===== config.mk =====
export PLATFORM = sky130hd
export DESIGN_NAME = dcbcc_top
export DESIGN_NICKNAME = d
export VERILOG_FILES = /design/src/design/dcbcc_settle.v /design/src/design/dcbcc_pulse.v /design/src/design/dcbcc_top.v
export VERILOG_INCLUDE_DIRS = /design/src /design/src/design
export SDC_FILE = /design/constraint.sdc
export NUM_CORES = 1
export LEC_CHECK = 0
export ABC_CLOCK_PERIOD_IN_PS = 3000
export BUFFER_PORTS_ARGS = -buffer_cell sky130_fd_sc_hd__buf_2
export CORE_AREA = 8 8 185 143
export CTS_CLUSTER_SIZE = 28
export DETAILED_ROUTE_END_ITERATION = 8
export DIE_AREA = 0 0 193 151
export PLACE_DENSITY = 0.73
export SYNTH_ARGS = -nofsm -noshare
export SYNTH_HDL_FRONTEND = slang
export SYNTH_SLANG_ARGS = --single-unit

===== constraint.sdc =====
create_clock -name clock_i -period 3 [get_ports clock_i]
set_clock_uncertainty 0.1 [all_clocks]
set_input_delay 0.15 -clock clock_i [delete_from_list [all_inputs] [get_ports clock_i]]
set_output_delay 0.15 -clock clock_i [all_outputs]
set_load 0.1 [all_outputs]

===== src/design/dcbcc_map.vh =====
// Constants for the DC-breaker and contactor control block.
// Behaviour
// - Breaker close/open command follows the supply-on flag, status word bit 7.
// - Missing supply acknowledge while supply-on is active sets fault word two bit 7.
// - Missing DC-breaker acknowledge sets alarm bit 2, forces 150 degrees, single pulses.
// - Trip condition raises a continuous breaker-trip level on status bit 14.
// - Same trip condition raises a 4 s breaker-trip pulse on status bit 15.
// - Trip sources: regenerating undervoltage, armature overcurrent, fast current rise.
// - Digital outputs carrying a trip signal update at once, not on schedule.
// - In US contactor mode output 8 follows status bit 10, the breaker-on command.
// - Brake contactor on command is reported on status word bit 8.
// - Separate stop method for on/off, run and emergency stop events.
// - Dynamic braking only for events whose stop method selects it.
// - Activating dynamic braking at once sets status bit 6.
// - Brake contactor on only after zero current and breaker acknowledge gone.
`ifndef DCBCC_MAP_VH
`define DCBCC_MAP_VH

`define CLK_KHZ 125000
`define TRIP_PULSE_MS 4000
`define OUT_UPDATE_MS 2

`define ADDR_CTRL 8'h00
`define ADDR_SETTLE 8'h04
`define ADDR_DOSEL 8'h08
`define ADDR_STATUS 8'h0c
`define ADDR_FW1 8'h10
`define ADDR_FW2 8'h14
`define ADDR_FW3 8'h18
`define ADDR_ALARM1 8'h1c
`define ADDR_DOUT 8'h20

`define CTRL_ON 0
`define CTRL_US_MODE 1
`define CTRL_ONOFF_LSB 2
`define CTRL_RUN_LSB 4
`define CTRL_ESTOP_LSB 6
`define CTRL_SUPSRC_LSB 8
`define CTRL_DCBSRC_LSB 12
`define CTRL_FAULT_RST 16
`define CTRL_RST 16'h0000
`define SETTLE_RST 16'h30d4
`define DOSEL_RST 32'h0000_0000

`define ST_BRAKE_ACT 6
`define ST_SUPPLY_ON 7
`define ST_BRAKE_ON 8
`define ST_US_ON 10
`define ST_TRIP_LVL 14
`define ST_TRIP_PLS 15

`define FW1_UNDERVOLT 11
`define FW1_OVERCUR 1
`define FW2_SUPPLY_ACK 7
`define FW3_CUR_RISE 6
`define AW1_DCB_ACK 2

`define STOP_RAMP 2'h0
`define STOP_COAST 2'h1
`define STOP_TORQUE 2'h2
`define STOP_BRAKE 2'h3

`define ALPHA_FORCED 8'h96
`define US_DO_SEL 4'ha

`endif


===== src/design/dcbcc_settle.v =====
// Settling timer that qualifies an acknowledge check after a command change.
module dcbcc_settle (
  input wire clock_i, // System clock.
  input wire arst_n_i, // Asynchronous reset, active low.
  input wire cmd_i, // Close command being checked.
  input wire [15:0] limit_i, // Settling time in clock cycles.
  output wire settled_o // High once the command has stood for the settling time.
);
  reg cmd_ff;
  reg [15:0] cnt_ff;
  reg [15:0] nxt_cnt;

  always @* begin
    nxt_cnt = cnt_ff;
    if (cmd_i != cmd_ff) begin
      nxt_cnt = 16'h0000;
    end else if (cnt_ff < limit_i) begin
      nxt_cnt = cnt_ff + 16'h0001;
    end
  end

  always @(posedge clock_i or negedge arst_n_i) begin
    if (!arst_n_i) begin
      cmd_ff <= 1'b0;
      cnt_ff <= 16'h0000;
    end else begin
      cmd_ff <= cmd_i;
      cnt_ff <= nxt_cnt;
    end
  end

  // A change of command restarts the count, so a check never runs mid-travel.
  assign settled_o = (cmd_i == cmd_ff) && (cnt_ff >= limit_i);
endmodule


===== src/design/dcbcc_pulse.v =====
// Retriggerable fixed-length pulse generator.
module dcbcc_pulse #(
  parameter [31:0] LEN = 32'h0000_0001
) (
  input wire clock_i, // System clock.
  input wire arst_n_i, // Asynchronous reset, active low.
  input wire trig_i, // Start or restart the pulse.
  output wire pulse_o // High for LEN cycles after the trigger.
);
  reg [31:0] cnt_ff;

  always @(posedge clock_i or negedge arst_n_i) begin
    if (!arst_n_i) begin
      cnt_ff <= 32'h0000_0000;
    end else if (trig_i) begin
      cnt_ff <= LEN;
    end else if (cnt_ff != 32'h0000_0000) begin
      cnt_ff <= cnt_ff - 32'h0000_0001;
    end
  end

  assign pulse_o = (cnt_ff != 32'h0000_0000);
endmodule


===== src/design/dcbcc_top.v =====
// DC-breaker, AC-breaker and DC-contactor control with trip and braking logic.
//
// Design decisions made here: the address map and the address-and-strobe port.
`include "dcbcc_map.vh"

module dcbcc_top #(
  parameter [31:0] TRIP_PULSE_CYC = `TRIP_PULSE_MS * `CLK_KHZ,
  parameter [31:0] OUT_UPDATE_CYC = `OUT_UPDATE_MS * `CLK_KHZ
) (
  input wire clock_i, // System clock, 125 MHz.
  input wire arst_n_i, // Asynchronous reset, active low.
  input wire [7:0] reg_addr_i, // Register byte address.
  input wire [31:0] reg_wdata_i, // Register write data.
  input wire reg_wr_i, // Register write strobe.
  input wire reg_rd_i, // Register read strobe.
  output wire [31:0] reg_rdata_o, // Read data, valid the cycle after the strobe.
  input wire [7:0] di_i, // Digital inputs carrying acknowledge contacts.
  input wire regen_i, // Drive is regenerating.
  input wire undervolt_i, // Mains undervoltage detected.
  input wire overcur_i, // Armature overcurrent detected.
  input wire cur_rise_i, // Excessive current rise rate detected.
  input wire cur_zero_i, // Armature current is zero.
  input wire zero_speed_i, // Zero speed reached.
  input wire onoff_clear_i, // On/off command cleared event.
  input wire run_clear_i, // Run command cleared event.
  input wire estop_i, // Emergency stop event.
  input wire [7:0] firing_angle_i, // Firing angle from the current controller.
  output wire breaker_close_o, // Breaker close command, high closes.
  output wire us_breaker_on_o, // US contactor on command.
  output wire brake_contactor_on_o, // Brake contactor close command.
  output wire trip_level_o, // Continuous breaker trip.
  output wire trip_pulse_o, // Timed breaker trip pulse.
  output wire [7:0] firing_angle_o, // Firing angle to the gate unit.
  output wire single_pulse_o, // Single firing pulses only.
  output wire [1:0] stop_method_o, // Stop method of the latest stop event.
  output wire stop_valid_o, // One-cycle pulse with a new stop method.
  output wire [7:0] dout_o, // Digital outputs.
  output wire [15:0] status_word_o // Current-control status word.
);
  // Software-visible configuration.
  reg [15:0] ctrl_ff;
  reg [15:0] settle_ff;
  reg [31:0] dosel_ff;

  // Sticky fault bits and the latched trip cause.
  reg fw1_uv_ff;
  reg fw1_oc_ff;
  reg fw2_ack_ff;
  reg fw3_rise_ff;
  reg trip_cause_ff;
  reg trip_cause_d_ff;

  // Contactor, braking and firing state.
  reg brake_act_ff;
  reg brake_on_ff;
  reg supply_on_ff;
  reg us_on_ff;
  reg dcb_alarm_ff;
  reg [7:0] alpha_ff;
  reg single_ff;
  reg [1:0] stop_method_ff;
  reg stop_valid_ff;

  // Output refresh and bus read path.
  reg [7:0] dout_ff;
  reg [31:0] tick_cnt_ff;
  reg [31:0] rdata_ff;

  // Combinational values, each assigned on every path.
  reg [15:0] status;
  reg [31:0] nxt_rdata;
  reg [7:0] nxt_dout;
  reg [3:0] sel;
  reg nxt_brake_req;
  reg [1:0] nxt_method;
  integer k;

  wire wr_ctrl = reg_wr_i && (reg_addr_i == `ADDR_CTRL);
  wire fault_reset = wr_ctrl && reg_wdata_i[`CTRL_FAULT_RST];

  wire us_mode = ctrl_ff[`CTRL_US_MODE];
  wire [1:0] onoff_method = ctrl_ff[`CTRL_ONOFF_LSB +: 2];
  wire [1:0] run_method = ctrl_ff[`CTRL_RUN_LSB +: 2];
  wire [1:0] estop_method = ctrl_ff[`CTRL_ESTOP_LSB +: 2];

  wire [3:0] supply_ack_source = ctrl_ff[`CTRL_SUPSRC_LSB +: 4];
  wire [3:0] dcb_ack_input_select = ctrl_ff[`CTRL_DCBSRC_LSB +: 4];

  // The slow output schedule fires each time its down-counter reaches zero.
  wire tick = (tick_cnt_ff == 32'h0000_0000);

  // A source of zero means no acknowledge is wired, so no check is made.
  wire sup_ack_used = (supply_ack_source != 4'h0) && (supply_ack_source <= 4'h8);
  wire dcb_ack_used = (dcb_ack_input_select != 4'h0) && (dcb_ack_input_select <= 4'h8);
  wire sup_ack = sup_ack_used && di_i[supply_ack_source[2:0] - 3'h1];
  wire dcb_ack = dcb_ack_used && di_i[dcb_ack_input_select[2:0] - 3'h1];

  wire trip_event = (undervolt_i && regen_i) || overcur_i || cur_rise_i;

  // Dynamic braking also opens the breaker, so it shares the trip level.
  wire trip_level = trip_cause_ff || brake_act_ff;
  wire dcb_close_cmd = supply_on_ff && !trip_level;

  wire sup_settled;
  wire dcb_settled;
  wire trip_pulse;

  // Supply acknowledge is judged only after the close command has settled.
  dcbcc_settle u_sup_settle (
    .clock_i(clock_i),
    .arst_n_i(arst_n_i),
    .cmd_i(supply_on_ff),
    .limit_i(settle_ff),
    .settled_o(sup_settled)
  );

  // The breaker check follows its own command, which a trip withdraws.
  dcbcc_settle u_dcb_settle (
    .clock_i(clock_i),
    .arst_n_i(arst_n_i),
    .cmd_i(dcb_close_cmd),
    .limit_i(settle_ff),
    .settled_o(dcb_settled)
  );

  // A missing contact counts only while its check is enabled and settled.
  wire sup_missing = sup_ack_used && supply_on_ff && sup_settled && !sup_ack;
  wire dcb_missing = dcb_ack_used && dcb_close_cmd && dcb_settled && !dcb_ack;

  // The pulse starts on the rising edge of the latched trip cause and then times out.
  // A standing fault therefore gives one pulse, not a train of them.
  dcbcc_pulse #(
    .LEN(TRIP_PULSE_CYC)
  ) u_trip_pulse (
    .clock_i(clock_i),
    .arst_n_i(arst_n_i),
    .trig_i(trip_cause_ff && !trip_cause_d_ff),
    .pulse_o(trip_pulse)
  );

  always @* begin
    // Bits not listed here are not driven by this block and read as zero.
    status = 16'h0000;
    status[`ST_BRAKE_ACT] = brake_act_ff;
    status[`ST_SUPPLY_ON] = supply_on_ff;
    status[`ST_BRAKE_ON] = brake_on_ff;
    status[`ST_US_ON] = us_on_ff;
    status[`ST_TRIP_LVL] = trip_level;
    status[`ST_TRIP_PLS] = trip_pulse;
  end

  // Pick the method of the stop event; a later-listed event overrides earlier ones.
  always @* begin
    nxt_brake_req = 1'b0;
    nxt_method = stop_method_ff;
    if (onoff_clear_i) begin
      nxt_method = onoff_method;
      nxt_brake_req = (onoff_method == `STOP_BRAKE);
    end
    if (run_clear_i) begin
      nxt_method = run_method;
      nxt_brake_req = nxt_brake_req || (run_method == `STOP_BRAKE);
    end
    // Emergency stop is listed last, so its method is the one reported.
    if (estop_i) begin
      nxt_method = estop_method;
      nxt_brake_req = nxt_brake_req || (estop_method == `STOP_BRAKE);
    end
  end

  // Outputs refresh on the slow schedule, except trip bits which pass at once.
  // A slow refresh of a trip bit would leave the breaker closed for up to one period.
  always @* begin
    nxt_dout = dout_ff;
    sel = 4'h0;
    for (k = 0; k < 8; k = k + 1) begin
      sel = dosel_ff[k*4 +: 4];
      if ((k == 7) && us_mode) begin
        sel = `US_DO_SEL;
      end
      if (tick) begin
        nxt_dout[k] = status[sel];
      end else if ((sel == 4'd`ST_TRIP_LVL) || (sel == 4'd`ST_TRIP_PLS)) begin
        nxt_dout[k] = status[sel];
      end
    end
  end

  always @(posedge clock_i or negedge arst_n_i) begin
    if (!arst_n_i) begin
      ctrl_ff <= `CTRL_RST;
      settle_ff <= `SETTLE_RST;
      dosel_ff <= `DOSEL_RST;
    end else begin
      // Bit 16 of a control write is a reset pulse and is never stored.
      if (wr_ctrl) begin
        ctrl_ff <= reg_wdata_i[15:0];
      end
      if (reg_wr_i && (reg_addr_i == `ADDR_SETTLE)) begin
        settle_ff <= reg_wdata_i[15:0];
      end
      if (reg_wr_i && (reg_addr_i == `ADDR_DOSEL)) begin
        dosel_ff <= reg_wdata_i;
      end
    end
  end

  // Fault and trip latches: a new event in the reset cycle keeps the bit set.
  always @(posedge clock_i or negedge arst_n_i) begin
    if (!arst_n_i) begin
      fw1_uv_ff <= 1'b0;
      fw1_oc_ff <= 1'b0;
      fw2_ack_ff <= 1'b0;
      fw3_rise_ff <= 1'b0;
      trip_cause_ff <= 1'b0;
      trip_cause_d_ff <= 1'b0;
    end else begin
      // Undervoltage counts only while regenerating, when the bridge is exposed.
      fw1_uv_ff <= (undervolt_i && regen_i) || (fw1_uv_ff && !fault_reset);
      fw1_oc_ff <= overcur_i || (fw1_oc_ff && !fault_reset);
      fw3_rise_ff <= cur_rise_i || (fw3_rise_ff && !fault_reset);
      fw2_ack_ff <= sup_missing || (fw2_ack_ff && !fault_reset);
      trip_cause_ff <= trip_event || (trip_cause_ff && !fault_reset);
      trip_cause_d_ff <= trip_cause_ff;
    end
  end

  always @(posedge clock_i or negedge arst_n_i) begin
    if (!arst_n_i) begin
      supply_on_ff <= 1'b0;
      us_on_ff <= 1'b0;
      brake_act_ff <= 1'b0;
      brake_on_ff <= 1'b0;
      stop_method_ff <= `STOP_RAMP;
      stop_valid_ff <= 1'b0;
    end else begin
      // The supply command lags the control bit by one cycle, like the other outputs.
      supply_on_ff <= ctrl_ff[`CTRL_ON];
      us_on_ff <= us_mode && ctrl_ff[`CTRL_ON] && !trip_level;
      stop_method_ff <= nxt_method;
      stop_valid_ff <= onoff_clear_i || run_clear_i || estop_i;
      if (nxt_brake_req) begin
        brake_act_ff <= 1'b1;
      end else if (zero_speed_i) begin
        brake_act_ff <= 1'b0;
      end
      // The resistor is switched in only once the bridge carries no current.
      if (!brake_act_ff || (zero_speed_i && !nxt_brake_req)) begin
        brake_on_ff <= 1'b0;
      end else if (cur_zero_i && !dcb_ack) begin
        brake_on_ff <= 1'b1;
      end
    end
  end

  // A missing breaker acknowledge clamps firing to the forced angle.
  always @(posedge clock_i or negedge arst_n_i) begin
    if (!arst_n_i) begin
      dcb_alarm_ff <= 1'b0;
      alpha_ff <= `ALPHA_FORCED;
      single_ff <= 1'b0;
    end else begin
      dcb_alarm_ff <= dcb_missing;
      if (dcb_missing) begin
        alpha_ff <= `ALPHA_FORCED;
      end else begin
        alpha_ff <= firing_angle_i;
      end
      single_ff <= dcb_missing;
    end
  end

  always @(posedge clock_i or negedge arst_n_i) begin
    if (!arst_n_i) begin
      tick_cnt_ff <= 32'h0000_0000;
      dout_ff <= 8'h00;
    end else begin
      if (tick) begin
        tick_cnt_ff <= OUT_UPDATE_CYC - 32'h0000_0001;
      end else begin
        tick_cnt_ff <= tick_cnt_ff - 32'h0000_0001;
      end
      dout_ff <= nxt_dout;
    end
  end

  always @* begin
    // Unmapped addresses and unlisted bits read as zero.
    nxt_rdata = 32'h0000_0000;
    case (reg_addr_i)
      `ADDR_CTRL: begin
        nxt_rdata = {16'h0000, ctrl_ff};
      end
      `ADDR_SETTLE: begin
        nxt_rdata = {16'h0000, settle_ff};
      end
      `ADDR_DOSEL: begin
        nxt_rdata = dosel_ff;
      end
      `ADDR_STATUS: begin
        nxt_rdata = {16'h0000, status};
      end
      `ADDR_FW1: begin
        nxt_rdata[`FW1_UNDERVOLT] = fw1_uv_ff;
        nxt_rdata[`FW1_OVERCUR] = fw1_oc_ff;
      end
      `ADDR_FW2: begin
        nxt_rdata[`FW2_SUPPLY_ACK] = fw2_ack_ff;
      end
      `ADDR_FW3: begin
        nxt_rdata[`FW3_CUR_RISE] = fw3_rise_ff;
      end
      `ADDR_ALARM1: begin
        nxt_rdata[`AW1_DCB_ACK] = dcb_alarm_ff;
      end
      `ADDR_DOUT: begin
        nxt_rdata = {24'h000000, dout_ff};
      end
      default: begin
        nxt_rdata = 32'h0000_0000;
      end
    endcase
  end

  always @(posedge clock_i or negedge arst_n_i) begin
    if (!arst_n_i) begin
      rdata_ff <= 32'h0000_0000;
    end else begin
      if (reg_rd_i) begin
        rdata_ff <= nxt_rdata;
      end else begin
        rdata_ff <= 32'h0000_0000;
      end
    end
  end

  assign reg_rdata_o = rdata_ff;

  assign breaker_close_o = supply_on_ff;
  assign us_breaker_on_o = us_on_ff;
  assign brake_contactor_on_o = brake_on_ff;
  assign trip_level_o = trip_level;
  assign trip_pulse_o = trip_pulse;
  assign firing_angle_o = alpha_ff;
  assign single_pulse_o = single_ff;
  assign stop_method_o = stop_method_ff;
  assign stop_valid_o = stop_valid_ff;
  assign dout_o = dout_ff;
  assign status_word_o = status;
endmodule


---- Word level (Yosys, flattened, before mapping) ----
Cells that the tools add are included.
storage, ports and cells
  bits in registers ....................... 224
operators by class
  $add $sub $neg .......................... 6
  $lt $le $gt $ge ......................... 16
  equality and inequality tests ........... 31
  mux-type cells .......................... 65
  reduce and logical (&&, ||, !) cells .... 75
operator list
  cell                                                                          count
  32-bit 2-to-1 mux                                                             4
  20-bit case mux with 4 select lines                                           1
  4-bit == test, second input constant                                          16
  16-bit 2-to-1 mux                                                             4
  32-bit by 1-bit subtractor with 32-bit output, second input constant          2
  4-bit by 5-bit less-than comparator with 1-bit output, second input constant  8
  1-bit 2-to-1 mux                                                              33
  16-bit by 1-bit adder with 16-bit output, second input constant               2
  1-bit binary-select mux with 4-bit select                                     8
  8-bit by 5-bit == test with 1-bit output, second input constant               4
  16-bit >= comparator                                                          2
  32-bit logical NOT                                                            1
  16-bit less-than comparator                                                   2
  32-bit nonzero test                                                           1
  1-bit logical AND                                                             28
  2-bit nonzero test                                                            13
  3-bit case mux with 4 select lines                                            2
  1-bit logical OR                                                              21
  8-bit by 4-bit == test with 1-bit output, second input constant               2
  1-bit case mux with 6 select lines                                            2
  1-bit case mux with 5 select lines                                            2
  8-bit by 3-bit == test with 1-bit output, second input constant               1
  8-bit by 6-bit == test with 1-bit output, second input constant               1
  4-bit <= comparator, second input constant                                    2
  14 further kinds                                                              31

---- Longest topological paths before layout ----
  word-level depth ........................ 10
  mapped depth ............................ 11

---- By module ----
From an unflattened synthesis, not the netlist that was laid out.
unflattened totals
  cells, all modules ...................... 1,146
  area total of the unflattened synthesis .. 11,990.2 µm²
by module, submodules not included
  module        times used  cells an instance  area each (µm²)
  dcbcc_top     1           668                7,609.8
  dcbcc_settle  2           146                1,292.5
  dcbcc_pulse   1           186                1,795.5

---- Least setup slack after synthesis ----
No wires, ideal clock.
  path kind ............................... reg2reg
  from .................................... reg settle_ff[7]
  to ...................................... reg u_dcb_settle.cnt_ff[2]
  setup time .............................. 0.066 ns
  data arrival time ....................... 2.422 ns
  data required time ...................... 2.834 ns
  setup slack ............................. 0.412 ns
  stages on the path, launching flop included .. 10
  path buffers ............................ 1
  period minus slack after synthesis ...... 2.588 ns
  cell sequence ........................... dfstp_2 -> inv_1 -> ha_1 -> a21oi_1 -> o21ai_0 -> o2bb2ai_1 -> or4_1 -> clkbuf_1 -> or4_1 -> nand2_1
on the way
  longest elaborated chain between the ends .. 2
ends and longest elaborated chain
  what                                 RTL line           text
  from (decl)                          dcbcc_top.v:42     reg [15:0] settle_ff;
  from (signal assigned)               dcbcc_top.v:192    settle_ff <= `SETTLE_RST;
  from (signal assigned)               dcbcc_top.v:200    settle_ff <= reg_wdata_i[15:0];
  16-bit less-than comparator          dcbcc_settle.v:17  end else if (cnt_ff < limit_i) begin
  2-bit nonzero test (no source line)  -
  to (signal assigned)                 dcbcc_settle.v:28  cnt_ff <= nxt_cnt;
  to (decl)                            dcbcc_settle.v:10  reg [15:0] cnt_ff;
Every way passes these cells.
A chain may end at the register's enable or synchronous reset.

---- Worst setup path after layout ----
  from .................................... reg u_trip_pulse.cnt_ff[15]
  to ...................................... out status_word_o[15]
on the way
  longest elaborated chain between the ends .. 1
ends and longest elaborated chain
  what                    RTL line          text
  from (decl)             dcbcc_pulse.v:10  reg [31:0] cnt_ff;
  from (signal assigned)  dcbcc_pulse.v:18  cnt_ff <= cnt_ff - 32'h0000_0001;
  32-bit nonzero test     dcbcc_pulse.v:22  assign pulse_o = (cnt_ff != 32'h0000_0000);
  to (decl)               dcbcc_top.v:38    output wire [15:0] status_word_o
Every way passes these cells.

==> results.sh <==
export IMPL_fin_crit_sh=0.965
export IMPL_synth_warnings=0
export IMPL_synth_top_area_frac=0.464
export IMPL_track_usage=0.213
export IMPL_ios=142
export IMPL_seqPwrFrac=0.441
export IMPL_antenna_found_initial=1
export IMPL_synth_edff_count=0
export IMPL_ys_ff_latch=224
export IMPL_yosysSeqAreaShare=0.486
export IMPL_synth_area_leaders="dfrtp_1 (46%), mux2_2 (6.4%), ha_1 (4.5%)"
export IMPL_top_usage_layer="met1"
export IMPL_timing_critical_path_from="u_trip_pulse.cnt_ff[15]$_DFFE_PN0P_"
export IMPL_vias=9442
export IMPL_cp_max_fo=17
export IMPL_hold_class="in2reg"
export IMPL_yosysMostFrequentCell="dfrtp_1"
export IMPL_power_frac_clock=0.368
export IMPL_startpoint_type="register"
export IMPL_vias_per_cell=5.78
export IMPL_holdWs_ns=0.0596
export IMPL_routabilityCongestion=0.936
export IMPL_worstPathRequired_ns=2.75
export IMPL_final_antenna_net_count=0
export IMPL_hpwlAfterDp_mm=22.2
export IMPL_path_cells="or4_4 > nor3_4 > and4_4 > inv_2 > clkbuf_4"
export IMPL_clkTransAtPathRegs_ns=0.06
export IMPL_grt_max_degree=77
export IMPL_die_x_um=193
export IMPL_grt_pass1_vias=9259
export IMPL_slew_limit_headroom=0.429
export IMPL_cts_buffer_depth=3
export IMPL_cap_viol_max_count=0
export IMPL_cts_buffers=23
export IMPL_fin_crit_ns=2.90
export IMPL_grtUsageMet2=0.318
export IMPL_root_buffer="clkbuf_16"
export IMPL_critical_path_arrival_ns=2.65
export IMPL_setup_viol=0
export IMPL_die_area_um2=29100
export IMPL_cpPeakStageDelay_ns=0.56
export IMPL_core_area_um2=23500
export IMPL_p_int_uw=5490
export IMPL_h_tree_depth=1
export IMPL_synth_commonest_cells="dfrtp_1 (214), nand2_1 (98), nor2_1 (93)"
export IMPL_cts_sinks=224
export IMPL_slew_violations=0
export IMPL_drt_iter0_markers=876
export IMPL_synth_area_leader_cell="dfrtp_1"
export IMPL_tightest_slew_ns=0.854
export IMPL_switching_power_uw=2430
export IMPL_initial_utilization=0.491
export IMPL_drtPass1Iterations=6
export IMPL_placed_area_um2=12600
export IMPL_ys_async_sr_fraction=1.00
export IMPL_grt_use_met1=0.319
export IMPL_syn_area_um2=11600
export IMPL_insertion_delay_ns=0.53
export IMPL_p_leak_uw=0.00639
export IMPL_finalHoldViolations=0
export IMPL_powerDensity_nw_per_um2=566
export IMPL_synthFlopType="dfrtp_1"
export IMPL_r2r_start="settle_ff[7]$_DFFE_PN1P_"
export IMPL_postSynthAreaPerCell_um2=10.4
export IMPL_area_delta_synth_final_pct=21.0
export IMPL_wl_per_cell_um=18.9
export IMPL_max_freq_ghz=0.345
export IMPL_grt_pass1_wl_mm=49.6
export IMPL_die_y_um=151
export IMPL_port_buffers=131
export IMPL_drc_errors=0
export IMPL_nets=1422
export IMPL_dp_cells=1533
export IMPL_status="completed"
export IMPL_min_from="reg_wr_i"
export IMPL_grt_overflow=0
export IMPL_postSynthCellCount=1109
export IMPL_drive_above_1_share=0.227
export IMPL_wl_mm=30.9
export IMPL_ir_worst_vdd_mv=0.468
export IMPL_end_kind="output port"
export IMPL_cpMaxStageDelayCell="or4_4"
export IMPL_grt_use_met3=0.0405
export IMPL_row_count=49
export IMPL_comb_power_share=0.191
export IMPL_cts_tree="built"
export IMPL_finalNonFillerCells=1634
export IMPL_ys_types=70
export IMPL_fin_area_um2=14000
export IMPL_diodes=0
export IMPL_crit_type="reg2out"
export IMPL_switching_share=0.307
## sequential cells by signal, indices dropped and copies added (netlist names), 2 cells and up
name                 count
ctrl_ff                 16
dosel_ff                32
dout_o                   8
firing_angle_o           8
reg_rdata_o             32
settle_ff               16
stop_method_o            2
tick_cnt_ff             32
u_dcb_settle.cnt_ff     16
u_sup_settle.cnt_ff     16
u_trip_pulse.cnt_ff     32
## power by group through the flow
stage / Combinational, uW / Sequential, uW / Clock (uW)
4_1_cts: 1500 / 3490 / 2960
6_report: 1510 / 3490 / 2910
3_5_place_dp: 1440 / 3540 / 0
2_1_floorplan: 955 / 3570 / 0
5_1_grt: 1680 / 3520 / 3080
3_3_place_gp: 1400 / 3530 / 0
## layout make-up
cell class	instances	area (um2)
clock inverters	14	153
fillers	1910	9560
repair buffers	220	1510
flip-flops and latches	224	5620
inverters	45	169
well taps	306	383
clock buffers	28	614
multi-input cells	797	5530
## per-layer routing
layer,vias to the layer above,wire length (um)
li1,4381,-
met1,4663,14700
met2,352,13100
met3,44,2590
met4,2,538
met5,-,13
## per-stage QoR
step | total power, uW | util | TNS, ns | setup slack (ns)
floorplan | 4530 | - | 0 | 0.412
global placement | 4930 | 0.536 | 0 | 0.256
detailed placement | 4980 | 0.536 | 0 | 0.203
CTS | 7950 | 0.593 | 0 | 0.0200
global route | 8290 | 0.594 | -0.00279 | -0.00242
finish | 7910 | 0.594 | 0 | 0.105
## cells in the final DEF, fill, tap and decap left out, types with 6 or more instances in the layout
master,synthesis,routed
dlygate4sd3_1,0,59
and2_1,18,18
nand2b_1,17,17
conb_1,1,10
nand4_1,21,21
nand3_1,47,47
dfrtp_1,214,214
xor2_1,26,26
nor3_1,20,20
nor2b_1,7,7
and3_1,11,11
nand2_1,98,98
a31oi_1,8,8
or3_1,17,17
nor4_1,28,28
buf_2,5,128
nand4b_1,6,6
or4_1,14,14
buf_4,17,28
a222oi_1,14,14
ha_1,42,42
dfstp_2,10,10
mux2i_1,18,18
clkbuf_16,0,23
o211ai_1,6,6
mux2_2,66,66
nor2_1,93,93
inv_1,44,44
a21oi_1,54,54
o21ai_0,30,30
o22ai_1,7,7
xnor2_1,41,41
## worst max-delay path: cells and delay by family (launching register included)
family                 cells  cell delay [ns]
and+or+nand+nor            3             1.17
buffers and inverters      2             0.51
DFF                        1             0.42
## kinds of logic after synthesis
logic type | count (synthesis) | synth area share
flip-flops | 224 | 0.486
multiplexers | 88 | 0.0877
other | 1 | 0.000325
AO/OA/AOI/OAI | 161 | 0.0921
AND/OR/NAND/NOR | 429 | 0.199
adder cells (fa/ha/maj) | 42 | 0.0455
XOR/XNOR | 67 | 0.0508
buffers and inverters | 97 | 0.0382
## path summary, 6_finish.rpt
check / to / slack, ns / cells after the start
min reg2reg: breaker_close_o$_DFF_PN0_ / 0.35 / 0
max in group asynchronous: ctrl_ff[13]$_DFFE_PN0P_ / 1.92 / 3
max reg2reg: firing_angle_o[5]$_DFF_PN0_ / 0.16 / 8
min in group asynchronous: u_trip_pulse.cnt_ff[6]$_DFFE_PN0P_ / 0.08 / 2
min: trip_cause_ff$_DFF_PN0_ / 0.06 / 4
max: status_word_o[15] / 0.10 / 5
## timing repair
item                                   CTS  global route
setup endpoints to repair                2             2
hold buffers                            59             0
setup buffers                            0             0
endpoints found under the hold margin  218             0
resized for setup                        1             3
gates cloned                             0             0
Note: power is estimated with default switching activity, not from simulation.
